File: config.mk
export PLATFORM = sky130hd
export DESIGN_NAME = sfs_top
export DESIGN_NICKNAME = d
export VERILOG_FILES = /design/src/hw/sfs_pkg.sv /design/src/hw/sfs_top.sv
export VERILOG_INCLUDE_DIRS = /design/src /design/src/hw
export SDC_FILE = /design/constraint.sdc
export NUM_CORES = 1
export LEC_CHECK = 0
export ABC_AREA = 1
export BUFFER_PORTS_ARGS = -buffer_cell sky130_fd_sc_hd__buf_2
export CORE_ASPECT_RATIO = 0.6
export CORE_MARGIN = 2
export CORE_UTILIZATION = 30
export DETAILED_ROUTE_END_ITERATION = 8
export PLACE_DENSITY_LB_ADDON = 0.12
export SYNTH_ARGS = -nofsm -noshare
export SYNTH_HDL_FRONTEND = slang
export SYNTH_SLANG_ARGS = --single-unit
File: constraint.sdc
create_clock -name pclk -period 8.4 [get_ports pclk]
set_input_delay 1.68 -clock pclk [delete_from_list [all_inputs] [get_ports pclk]]
set_output_delay 1.68 -clock pclk [all_outputs]
set_load 0.05 [all_outputs]
File: src/hw/sfs_consts.svh
// Offsets, reset values and timing constants of the fault-stop controller
`ifndef SFS_CONSTS_SVH
`define SFS_CONSTS_SVH
// ======================================================
// Register byte offsets
`define SFS_OFF_GEN_MODE   8'h00
`define SFS_OFF_MINOR_MODE 8'h04
`define SFS_OFF_OT_MODE    8'h08
`define SFS_OFF_FAST_TIME  8'h0c
`define SFS_OFF_SLOW_TIME  8'h10
`define SFS_OFF_BRAKE_CUR  8'h14
`define SFS_OFF_RATED      8'h18
`define SFS_OFF_CTRL       8'h1c
`define SFS_OFF_STATUS     8'h20
`define SFS_OFF_IRQ_STS    8'h24
`define SFS_OFF_IRQ_MASK   8'h28
// ======================================================
// Field positions
`define SFS_CTRL_CLEAR     0
`define SFS_CTRL_SW_LIMIT  1
`define SFS_IRQ_SERIOUS    0
`define SFS_IRQ_GENERAL    1
`define SFS_IRQ_MINOR      2
`define SFS_IRQ_LIMIT      3
`define SFS_IRQ_DONE       4
// ======================================================
// Reset values
`define SFS_RST_MODE       16'h0000
`define SFS_RST_FAST_TIME  16'h01f4
`define SFS_RST_SLOW_TIME  16'h03e8
`define SFS_RST_BRAKE_CUR  16'h0000
`define SFS_RST_RATED      16'h0bb8
// ======================================================
// Fault code class bounds
`define SFS_CODE_SERIOUS_LO 10'd100
`define SFS_CODE_SERIOUS_HI 10'd199
`define SFS_CODE_GENERAL_LO 10'd200
`define SFS_CODE_GENERAL_HI 10'd599
`define SFS_CODE_MINOR_LO   10'd600
`define SFS_CODE_MINOR_HI   10'd999
// ======================================================
// Timing
`define SFS_CLK_PERIOD_NS  100
`define SFS_STOP_UNIT_NS   1000000
`define SFS_MS_CYCLES      (`SFS_STOP_UNIT_NS / `SFS_CLK_PERIOD_NS)
`endif

File: src/hw/sfs_pkg.sv
// Types shared by the fault-stop controller
package sfs_pkg;
   typedef enum logic [2:0] {
      SFS_RUN   = 3'b000,
      SFS_RAMP  = 3'b001,
      SFS_BRAKE = 3'b010,
      SFS_HOLD  = 3'b011,
      SFS_OFF   = 3'b100
   } sfs_state_type;

   typedef enum logic [1:0] {
      SFS_CLS_NONE    = 2'b00,
      SFS_CLS_SERIOUS = 2'b01,
      SFS_CLS_GENERAL = 2'b10,
      SFS_CLS_MINOR   = 2'b11
   } sfs_class_type;
endpackage : sfs_pkg

File: src/hw/sfs_top.sv
// Fault-stop controller: fault classing, stop mode selection, ramp and APB registers
`timescale 1ns/1ps
`include "sfs_consts.svh"

// Notes on behaviour
// - codes 100..199 remove motor power at once and let the motor coast.
// - codes 200..599 stop as the general-class stop mode says.
// - codes 600..999 stop as the minor-class stop mode says.
// - a hardware or software travel limit uses the over-travel stop mode.
// - free stop disconnects the drive output; only friction slows the motor.
// - during a ramp the motor stays energised and is driven toward zero.
// - ramp modes that end disabled drop drive and power at zero speed.
// - stay-enabled modes hold enabled; dropping the enable input disables.
// - fast ramps use the fast stop time, slow ramps the slow stop time.
// - stop time spans rated speed to zero, so duration scales with speed.
// - 2 slow then disable, 3 fast hold, 4 slow hold, 5 brake at set current.
module sfs_top import sfs_pkg::*; #(
   parameter int MS_CYCLES = `SFS_MS_CYCLES,
   parameter int CODE_W = 10,
   parameter int SPEED_W = 16
) (
   input wire logic pclk,
   input wire logic presetn,
   input wire logic [7:0] paddr,
   input wire logic psel,
   input wire logic penable,
   input wire logic pwrite,
   input wire logic [31:0] pwdata,
   output logic [31:0] prdata,
   output logic pready,
   output logic pslverr,
   input wire logic [CODE_W-1:0] fault_code,
   input wire logic fault_valid,
   input wire logic limit_pin,
   input wire logic ext_enable_pin,
   input wire logic [SPEED_W-1:0] motor_speed,
   output logic drive_out_en,
   output logic motor_power_on,
   output logic brake_on,
   output logic [15:0] brake_current,
   output logic [SPEED_W-1:0] speed_cmd,
   output logic stop_active,
   output logic irq
);

   // ======================================================
   // Helpers
   function automatic sfs_class_type classify(input logic [CODE_W-1:0] code);
      if (code >= `SFS_CODE_SERIOUS_LO && code <= `SFS_CODE_SERIOUS_HI) begin
         return SFS_CLS_SERIOUS;
      end else if (code >= `SFS_CODE_GENERAL_LO && code <= `SFS_CODE_GENERAL_HI) begin
         return SFS_CLS_GENERAL;
      end else if (code >= `SFS_CODE_MINOR_LO && code <= `SFS_CODE_MINOR_HI) begin
         return SFS_CLS_MINOR;
      end
      return SFS_CLS_NONE;
   endfunction : classify

   // Out-of-range mode values fall back to free coast, the safest stop
   function automatic logic [2:0] mode_of(input logic [15:0] r);
      return (r > 16'h0005) ? 3'd0 : r[2:0];
   endfunction : mode_of

   // ======================================================
   // Pin synchronisers
   logic lim_s1_q, lim_s2_q, lim_prev_q, en_s1_q, en_s2_q;
   always_ff @(posedge pclk or negedge presetn) begin
      if (!presetn) begin
         lim_s1_q <= 1'b0;
         lim_s2_q <= 1'b0;
         lim_prev_q <= 1'b0;
         en_s1_q <= 1'b0;
         en_s2_q <= 1'b0;
      end else begin
         lim_s1_q <= limit_pin;
         lim_s2_q <= lim_s1_q;
         lim_prev_q <= lim_s2_q;
         en_s1_q <= ext_enable_pin;
         en_s2_q <= en_s1_q;
      end
   end

   // ======================================================
   // Registers and APB slave
   logic [15:0] gen_q, gen_d, minor_q, minor_d, ot_q, ot_d;
   logic [15:0] fast_q, fast_d, slow_q, slow_d, bcur_q, bcur_d, rated_q, rated_d;
   logic [4:0] ists_q, ists_d, imask_q, imask_d, events;
   logic [31:0] prdata_q, prdata_d;
   logic pready_q, pready_d, pslverr_q, pslverr_d, irq_q, irq_d;
   logic wr_acc, clear_req, sw_limit, mapped;
   sfs_state_type state_q, state_d;
   logic [2:0] rank_q;
   logic [SPEED_W-1:0] scmd_q;

   assign wr_acc = psel && penable && pready_q && pwrite;
   assign clear_req = wr_acc && paddr == `SFS_OFF_CTRL && pwdata[`SFS_CTRL_CLEAR];
   assign sw_limit = wr_acc && paddr == `SFS_OFF_CTRL && pwdata[`SFS_CTRL_SW_LIMIT];

   always_comb begin
      gen_d = gen_q;
      minor_d = minor_q;
      ot_d = ot_q;
      fast_d = fast_q;
      slow_d = slow_q;
      bcur_d = bcur_q;
      rated_d = rated_q;
      imask_d = imask_q;
      ists_d = ists_q | events;
      mapped = 1'b1;
      prdata_d = prdata_q;
      // Answer one cycle after setup: pready rises in the first access cycle
      pready_d = psel && !penable;
      pslverr_d = 1'b0;
      if (wr_acc) begin
         unique case (paddr)
            `SFS_OFF_GEN_MODE: gen_d = pwdata[15:0];
            `SFS_OFF_MINOR_MODE: minor_d = pwdata[15:0];
            `SFS_OFF_OT_MODE: ot_d = pwdata[15:0];
            `SFS_OFF_FAST_TIME: fast_d = pwdata[15:0];
            `SFS_OFF_SLOW_TIME: slow_d = pwdata[15:0];
            `SFS_OFF_BRAKE_CUR: bcur_d = pwdata[15:0];
            `SFS_OFF_RATED: rated_d = pwdata[15:0];
            // Set wins over clear when an event lands in the clearing cycle
            `SFS_OFF_IRQ_STS: ists_d = (ists_q & ~pwdata[4:0]) | events;
            `SFS_OFF_IRQ_MASK: imask_d = pwdata[4:0];
            default: ;
         endcase
      end
      if (psel && !penable) begin
         unique case (paddr)
            `SFS_OFF_GEN_MODE: prdata_d = {16'h0000, gen_q};
            `SFS_OFF_MINOR_MODE: prdata_d = {16'h0000, minor_q};
            `SFS_OFF_OT_MODE: prdata_d = {16'h0000, ot_q};
            `SFS_OFF_FAST_TIME: prdata_d = {16'h0000, fast_q};
            `SFS_OFF_SLOW_TIME: prdata_d = {16'h0000, slow_q};
            `SFS_OFF_BRAKE_CUR: prdata_d = {16'h0000, bcur_q};
            `SFS_OFF_RATED: prdata_d = {16'h0000, rated_q};
            `SFS_OFF_CTRL: prdata_d = 32'h0000_0000;
            `SFS_OFF_STATUS: prdata_d = {23'h000000, en_s2_q, lim_s2_q, 1'b0, rank_q, state_q};
            `SFS_OFF_IRQ_STS: prdata_d = {27'h0000000, ists_q};
            `SFS_OFF_IRQ_MASK: prdata_d = {27'h0000000, imask_q};
            default: mapped = 1'b0;
         endcase
         if (!mapped) begin
            prdata_d = 32'h0000_0000;
         end
         pslverr_d = !mapped;
      end
      irq_d = |(ists_d & imask_d);
   end

   always_ff @(posedge pclk or negedge presetn) begin
      if (!presetn) begin
         gen_q <= `SFS_RST_MODE;
         minor_q <= `SFS_RST_MODE;
         ot_q <= `SFS_RST_MODE;
         fast_q <= `SFS_RST_FAST_TIME;
         slow_q <= `SFS_RST_SLOW_TIME;
         bcur_q <= `SFS_RST_BRAKE_CUR;
         rated_q <= `SFS_RST_RATED;
         ists_q <= 5'h00;
         imask_q <= 5'h00;
         prdata_q <= 32'h0000_0000;
         pready_q <= 1'b0;
         pslverr_q <= 1'b0;
         irq_q <= 1'b0;
      end else begin
         gen_q <= gen_d;
         minor_q <= minor_d;
         ot_q <= ot_d;
         fast_q <= fast_d;
         slow_q <= slow_d;
         bcur_q <= bcur_d;
         rated_q <= rated_d;
         ists_q <= ists_d;
         imask_q <= imask_d;
         prdata_q <= prdata_d;
         pready_q <= pready_d;
         pslverr_q <= pslverr_d;
         irq_q <= irq_d;
      end
   end

   // ======================================================
   // Stop sequencer
   logic [15:0] time_q, time_d;
   logic keep_q, keep_d;
   logic [31:0] acc_q, acc_d, thr, acc_sum;
   logic [SPEED_W-1:0] scmd_d;
   logic [2:0] rank_d, ev_rank, ev_mode;
   logic drive_q, drive_d, power_q, power_d, brake_q, brake_d, stop_q, stop_d;
   sfs_class_type cls;

   assign cls = fault_valid ? classify(fault_code) : SFS_CLS_NONE;
   assign thr = 32'(time_q) * 32'(MS_CYCLES);
   assign acc_sum = acc_q + 32'(rated_q);

   always_comb begin
      // Severity ranks: serious 4, general 3, over-travel 2, minor 1
      ev_rank = 3'd0;
      ev_mode = 3'd0;
      events = 5'h00;
      if (cls == SFS_CLS_MINOR) begin
         ev_rank = 3'd1;
         ev_mode = mode_of(minor_q);
         events[`SFS_IRQ_MINOR] = 1'b1;
      end
      if ((lim_s2_q && !lim_prev_q) || sw_limit) begin
         ev_rank = 3'd2;
         ev_mode = mode_of(ot_q);
         events[`SFS_IRQ_LIMIT] = 1'b1;
      end
      if (cls == SFS_CLS_GENERAL) begin
         ev_rank = 3'd3;
         ev_mode = mode_of(gen_q);
         events[`SFS_IRQ_GENERAL] = 1'b1;
      end
      if (cls == SFS_CLS_SERIOUS) begin
         ev_rank = 3'd4;
         ev_mode = 3'd0;
         events[`SFS_IRQ_SERIOUS] = 1'b1;
      end
      state_d = state_q;
      rank_d = rank_q;
      time_d = time_q;
      keep_d = keep_q;
      acc_d = acc_q;
      scmd_d = scmd_q;
      unique case (state_q)
         SFS_RUN: scmd_d = '0;
         SFS_RAMP: begin
            // Bresenham step: rated speed to zero takes exactly time_q ms
            if (acc_sum >= thr) begin
               acc_d = acc_sum - thr;
               scmd_d = (scmd_q == '0) ? scmd_q : scmd_q - SPEED_W'(1);
            end else begin
               acc_d = acc_sum;
            end
            if (scmd_q == '0) begin
               state_d = keep_q ? SFS_HOLD : SFS_OFF;
               events[`SFS_IRQ_DONE] = 1'b1;
            end
         end
         SFS_BRAKE: begin
            if (motor_speed == '0) begin
               state_d = SFS_OFF;
               events[`SFS_IRQ_DONE] = 1'b1;
            end
         end
         SFS_HOLD: begin
            if (!en_s2_q) begin
               state_d = SFS_OFF;
            end
         end
         SFS_OFF: ;
      endcase
      if ((state_q == SFS_OFF || state_q == SFS_HOLD) && clear_req && ev_rank == 3'd0) begin
         state_d = SFS_RUN;
         rank_d = 3'd0;
      end
      // A new event only takes over when it is more severe than the current one
      if (ev_rank > rank_q) begin
         rank_d = ev_rank;
         acc_d = 32'h0000_0000;
         keep_d = (ev_mode == 3'd3) || (ev_mode == 3'd4);
         time_d = (ev_mode == 3'd1 || ev_mode == 3'd3) ? fast_q : slow_q;
         if (state_q != SFS_RAMP) begin
            scmd_d = motor_speed;
         end
         unique case (ev_mode)
            3'd0: state_d = SFS_OFF;
            3'd5: state_d = SFS_BRAKE;
            default: state_d = SFS_RAMP;
         endcase
      end
      drive_d = (state_d == SFS_RUN) ? en_s2_q : (state_d != SFS_OFF);
      power_d = (state_d != SFS_OFF);
      brake_d = (state_d == SFS_BRAKE);
      stop_d = (rank_d != 3'd0);
   end

   always_ff @(posedge pclk or negedge presetn) begin
      if (!presetn) begin
         state_q <= SFS_RUN;
         rank_q <= 3'd0;
         time_q <= `SFS_RST_SLOW_TIME;
         keep_q <= 1'b0;
         acc_q <= 32'h0000_0000;
         scmd_q <= '0;
         drive_q <= 1'b0;
         power_q <= 1'b0;
         brake_q <= 1'b0;
         stop_q <= 1'b0;
      end else begin
         state_q <= state_d;
         rank_q <= rank_d;
         time_q <= time_d;
         keep_q <= keep_d;
         acc_q <= acc_d;
         scmd_q <= scmd_d;
         drive_q <= drive_d;
         power_q <= power_d;
         brake_q <= brake_d;
         stop_q <= stop_d;
      end
   end

   assign prdata = prdata_q;
   assign pready = pready_q;
   assign pslverr = pslverr_q;
   assign irq = irq_q;
   assign drive_out_en = drive_q;
   assign motor_power_on = power_q;
   assign brake_on = brake_q;
   assign brake_current = bcur_q;
   assign speed_cmd = scmd_q;
   assign stop_active = stop_q;

   // ======================================================
   // Assertions
   a_serious_coast: assert property (@(posedge pclk) disable iff (!presetn)
      fault_valid && classify(fault_code) == SFS_CLS_SERIOUS |=> !drive_q && !power_q)
      else $error("serious fault did not cut power");
   a_general_mode: assert property (@(posedge pclk) disable iff (!presetn)
      cls == SFS_CLS_GENERAL && rank_q < 3'd3 && mode_of(gen_q) == 3'd0 |=> state_q == SFS_OFF)
      else $error("general fault ignored its stop mode");
   a_minor_mode: assert property (@(posedge pclk) disable iff (!presetn)
      ev_rank == 3'd1 && rank_q == 3'd0 && mode_of(minor_q) == 3'd5 |=> state_q == SFS_BRAKE)
      else $error("minor fault ignored its stop mode");
   a_limit_rank: assert property (@(posedge pclk) disable iff (!presetn)
      sw_limit && ev_rank == 3'd2 && rank_q < 3'd2 |=> rank_q == 3'd2)
      else $error("travel limit not taken");
   a_ramp_powered: assert property (@(posedge pclk) disable iff (!presetn)
      state_q == SFS_RAMP |-> drive_q && power_q)
      else $error("ramp without energised motor");
   a_ramp_end_off: assert property (@(posedge pclk) disable iff (!presetn)
      state_q == SFS_RAMP && scmd_q == '0 && !keep_q && ev_rank <= rank_q
      |=> state_q == SFS_OFF ##1 !power_q)
      else $error("ramp end did not disable");
   a_hold_release: assert property (@(posedge pclk) disable iff (!presetn)
      state_q == SFS_HOLD && !en_s2_q && ev_rank <= rank_q |=> ##1 !drive_q)
      else $error("hold did not drop on enable loss");
   a_ramp_time: assert property (@(posedge pclk) disable iff (!presetn)
      ev_rank > rank_q && ev_mode == 3'd1 |=> time_q == $past(fast_q))
      else $error("fast stop time not used");
   a_severity: assert property (@(posedge pclk) disable iff (!presetn)
      rank_q == 3'd4 |=> rank_q == 3'd4 || $past(clear_req))
      else $error("severity dropped without clear");
   a_irq_level: assert property (@(posedge pclk) disable iff (!presetn)
      irq_q == |($past(ists_d) & $past(imask_d)))
      else $error("interrupt level mismatch");

endmodule : sfs_top

==> impl_metrics.toml <==
[floorplanning]
ioPinCount = 145
rows = 65
initial_core_util_pct = 30.56
die_y_um = 183.8
dieArea_um2 = 55780
core_area_um2 = 52860
die_w_um = 303.6

[timing]
setup_viol = 0
clock.fmax_ghz = 0.1327
finalSetupTns_ps = 0
slew_headroom_pct = 17.98
slew_violations = 0
rsz0062_at_grt = "false"
finClkSkew_ps = 32.75
timing.final.crit_share_pct = 89.72
period_needed_ps = 7536
worst_pin_slew_ps = 1226
hold_viol = 0

[drt]
vias = 14734
drt_iter0_drc = 1203
viasPerCell = 5.015
antenna_left = 0
drtPass1Iterations = 5
drt-total-wl_um = 54710
drc = 0
wl_per_cell_um = 18.62

[global_route]
grt_max_degree = 152
grt_usage_pct = 19.88
antenna_found_initial = 1
grtUsageMet2_pct = 24.34
grt_pass1_wl_um = 85200
use_met1_pct = 34.35
grt_pass1_vias = 14163
grt_overflow = 0
busiest_layer = "met1"
use_met3_pct = 4.017

[clock_network]
clk_pin_slew_ps = 60
clk_path_buf_depth = 3
cts_hold_buffers = 0
cts_resized = 0
cts-root-buf = "clkbuf_16"
postCtsSetupRepairBufs = 0
htreeDepth = 1
cts_made_buffers = 25
clock-sinks = 221
clock_insertion_delay_worst_skew_ps = 560
cts_tree = "yes"

[worst_setup_path]
critical_path_class = "reg2reg"
start_kind = "flop"
cp_slowest_cell = "dfstp_2"
timing.reg2reg.worst_path_depth = 34
cpPeakStageDelay_ps = 590
end_kind = "flop"
worstPathRequired_ps = 8890
cpMostUsedCell = "nand2_1"
cp.arrival_ps = 8030
crit_fanout = 44

[cells_and_area]
largest_reg_flops = 32
finalNetCount = 2443
drive_gt1_share_pct = 9.575
n_fill_cell = 5670
diodes = 0
final_common_cell = "nand2_1"
regMostFlops = "acc_q"
syn_to_final_growth_pct = 12.60
mostFrequentLayoutCells = "nand2_1 (521), inv_1 (275), o21ai_0 (239)"

[synth]
syn_inst = 2126
synth-async-reset-ratio_pct = 100.0
synth_flop_cell = "dfrtp_1"
syn_area_um2 = 16160
ys_ff_latch = 221
ys_types = 48
yosysSeqAreaShare_pct = 34.43
synth_edf_count = 0
yosys_warnings = 0
avgSynthCellArea_um2 = 7.599

[run]
max_cap_violations = 0

[pwr]
power_density_nw_per_um2 = 447.4
power_w = 0.008139
p_leak_nw = 8.980
peakVddDrop_mv = 0.2687

[hold_path]
hold_depth = 0
min_path_type = "reg2reg"

[place]
dpl.hpwl_um = 42790
io_buffers = 110
place_congestion = 0.8820

[outcome]
status = "finished clean"
-- per-stage QoR --
| stage | util (%) | instance area (um^2) | worst slack, ps | hold slack [ps] | cells |
|---|---|---|---|---|---|
| floorplan | - | 16210 | 2327 | 331.2 | 2141 |
| global placement | 32.84 | 17360 | 934.4 | 334.4 | 2892 |
| detailed placement | 32.84 | 17360 | 902.4 | 351.7 | 2892 |
| CTS | 34.41 | 18190 | 872.4 | 359.2 | 2938 |
| global route | 34.41 | 18190 | 140.1 | 368.9 | 2938 |
| finish | 34.41 | 18190 | 863.7 | 353.7 | 2938 |
-- where the power goes --
group	internal, W	switching, W	total, W
Combinational	0.00180	0.00384	0.00563
Sequential	0.00119	0.000162	0.00135
Clock	0.000671	0.000483	0.00115
-- final cells by class --
class | instances | area [um^2] | area share, %
clock buffer | 37 | 700.7 | 3.852
clock inverter | 9 | 130.1 | 0.7153
inverter | 286 | 1074 | 5.901
multi-input combinational | 1561 | 9178 | 50.45
sequential | 221 | 5562 | 30.57
tap | 703 | 879.6 | 4.835
timing repair buffer | 121 | 668.1 | 3.673
-- per-layer routing --
layer | wire length [um] | share of wire, %
met2 | 19090 | 35
met3 | 4260 | 7.8
met4 | 615 | 1.1
met5 | 12 | 0.022
met1 | 30730 | 56
-- logic make-up (layout without fill, tap and decap cells) --
family,after synthesis,count (layout),share of synthesized area (%)
AO/OA/AOI/OAI,475,475,16.81
XOR/XNOR,79,79,4.283
adder cells (fa/ha/maj),153,153,13.57
buffers and inverters,359,453,9.162
flip-flops,221,221,34.43
other,1,16,0.02321
AND/OR/NAND/NOR,838,838,21.72
-- cells in the mapped netlist (3+ instances only) --
cell type / count / area (um^2)
a211oi_1: 5 / 37.54
a21boi_0: 4 / 30.03
a21o_1: 5 / 37.54
a21oi_1: 87 / 435.4
a21oi_2: 4 / 35.03
a221oi_1: 10 / 87.58
a22o_1: 9 / 78.83
a31oi_1: 11 / 68.82
a32oi_1: 16 / 140.1
buf_2: 6 / 30.03
buf_4: 17 / 127.6
buf_6: 8 / 90.09
clkbuf_1: 41 / 153.9
clkinv_1: 7 / 26.28
dfrtp_1: 196 / 4905
dfstp_2: 25 / 656.9
fa_1: 37 / 740.7
ha_1: 116 / 1451
inv_1: 275 / 1032
inv_2: 4 / 15.01
nand2_1: 521 / 1956
nand2_2: 7 / 43.79
nand3_1: 73 / 365.4
nand3b_1: 8 / 60.06
nand4_1: 31 / 193.9
nor2_1: 148 / 555.5
nor2_2: 5 / 31.28
nor3_1: 24 / 120.1
nor4_1: 11 / 68.82
o211ai_1: 35 / 262.8
o21a_1: 4 / 30.03
o21ai_0: 239 / 1196
o21ai_1: 25 / 125.1
o21bai_1: 7 / 52.55
o221ai_1: 3 / 26.28
o22ai_1: 8 / 50.05
xnor2_1: 33 / 289.0
xor2_1: 46 / 402.9
-- final timing paths --
kind	from	end	slack [ps]
max	time_q[5]$_DFFE_PN1N_	acc_q[17]$_DFFE_PN0P_	860
min	lim_s1_q$_DFF_PN0_	lim_s2_q$_DFF_PN0_	350
max reg2reg	time_q[5]$_DFFE_PN1N_	acc_q[17]$_DFFE_PN0P_	860
min reg2reg	lim_s1_q$_DFF_PN0_	lim_s2_q$_DFF_PN0_	350
max in group asynchronous	presetn	acc_q[28]$_DFFE_PN0P_	5990
min in group asynchronous	presetn	brake_current[10]$_DFFE_PN0P_	1080
-- worst max-delay path: cells and delay by family (launching register included) --
family,cells,cell delay (ps)
DFF,1,590
xor gates and xnor gates,1,160
AOI/OAI and AO/OA,9,1950
and+or+nand+nor,10,1290
adders and majority gates,7,2740
buffers and inverters,7,740
Note: power is estimated with default switching activity, not from simulation.
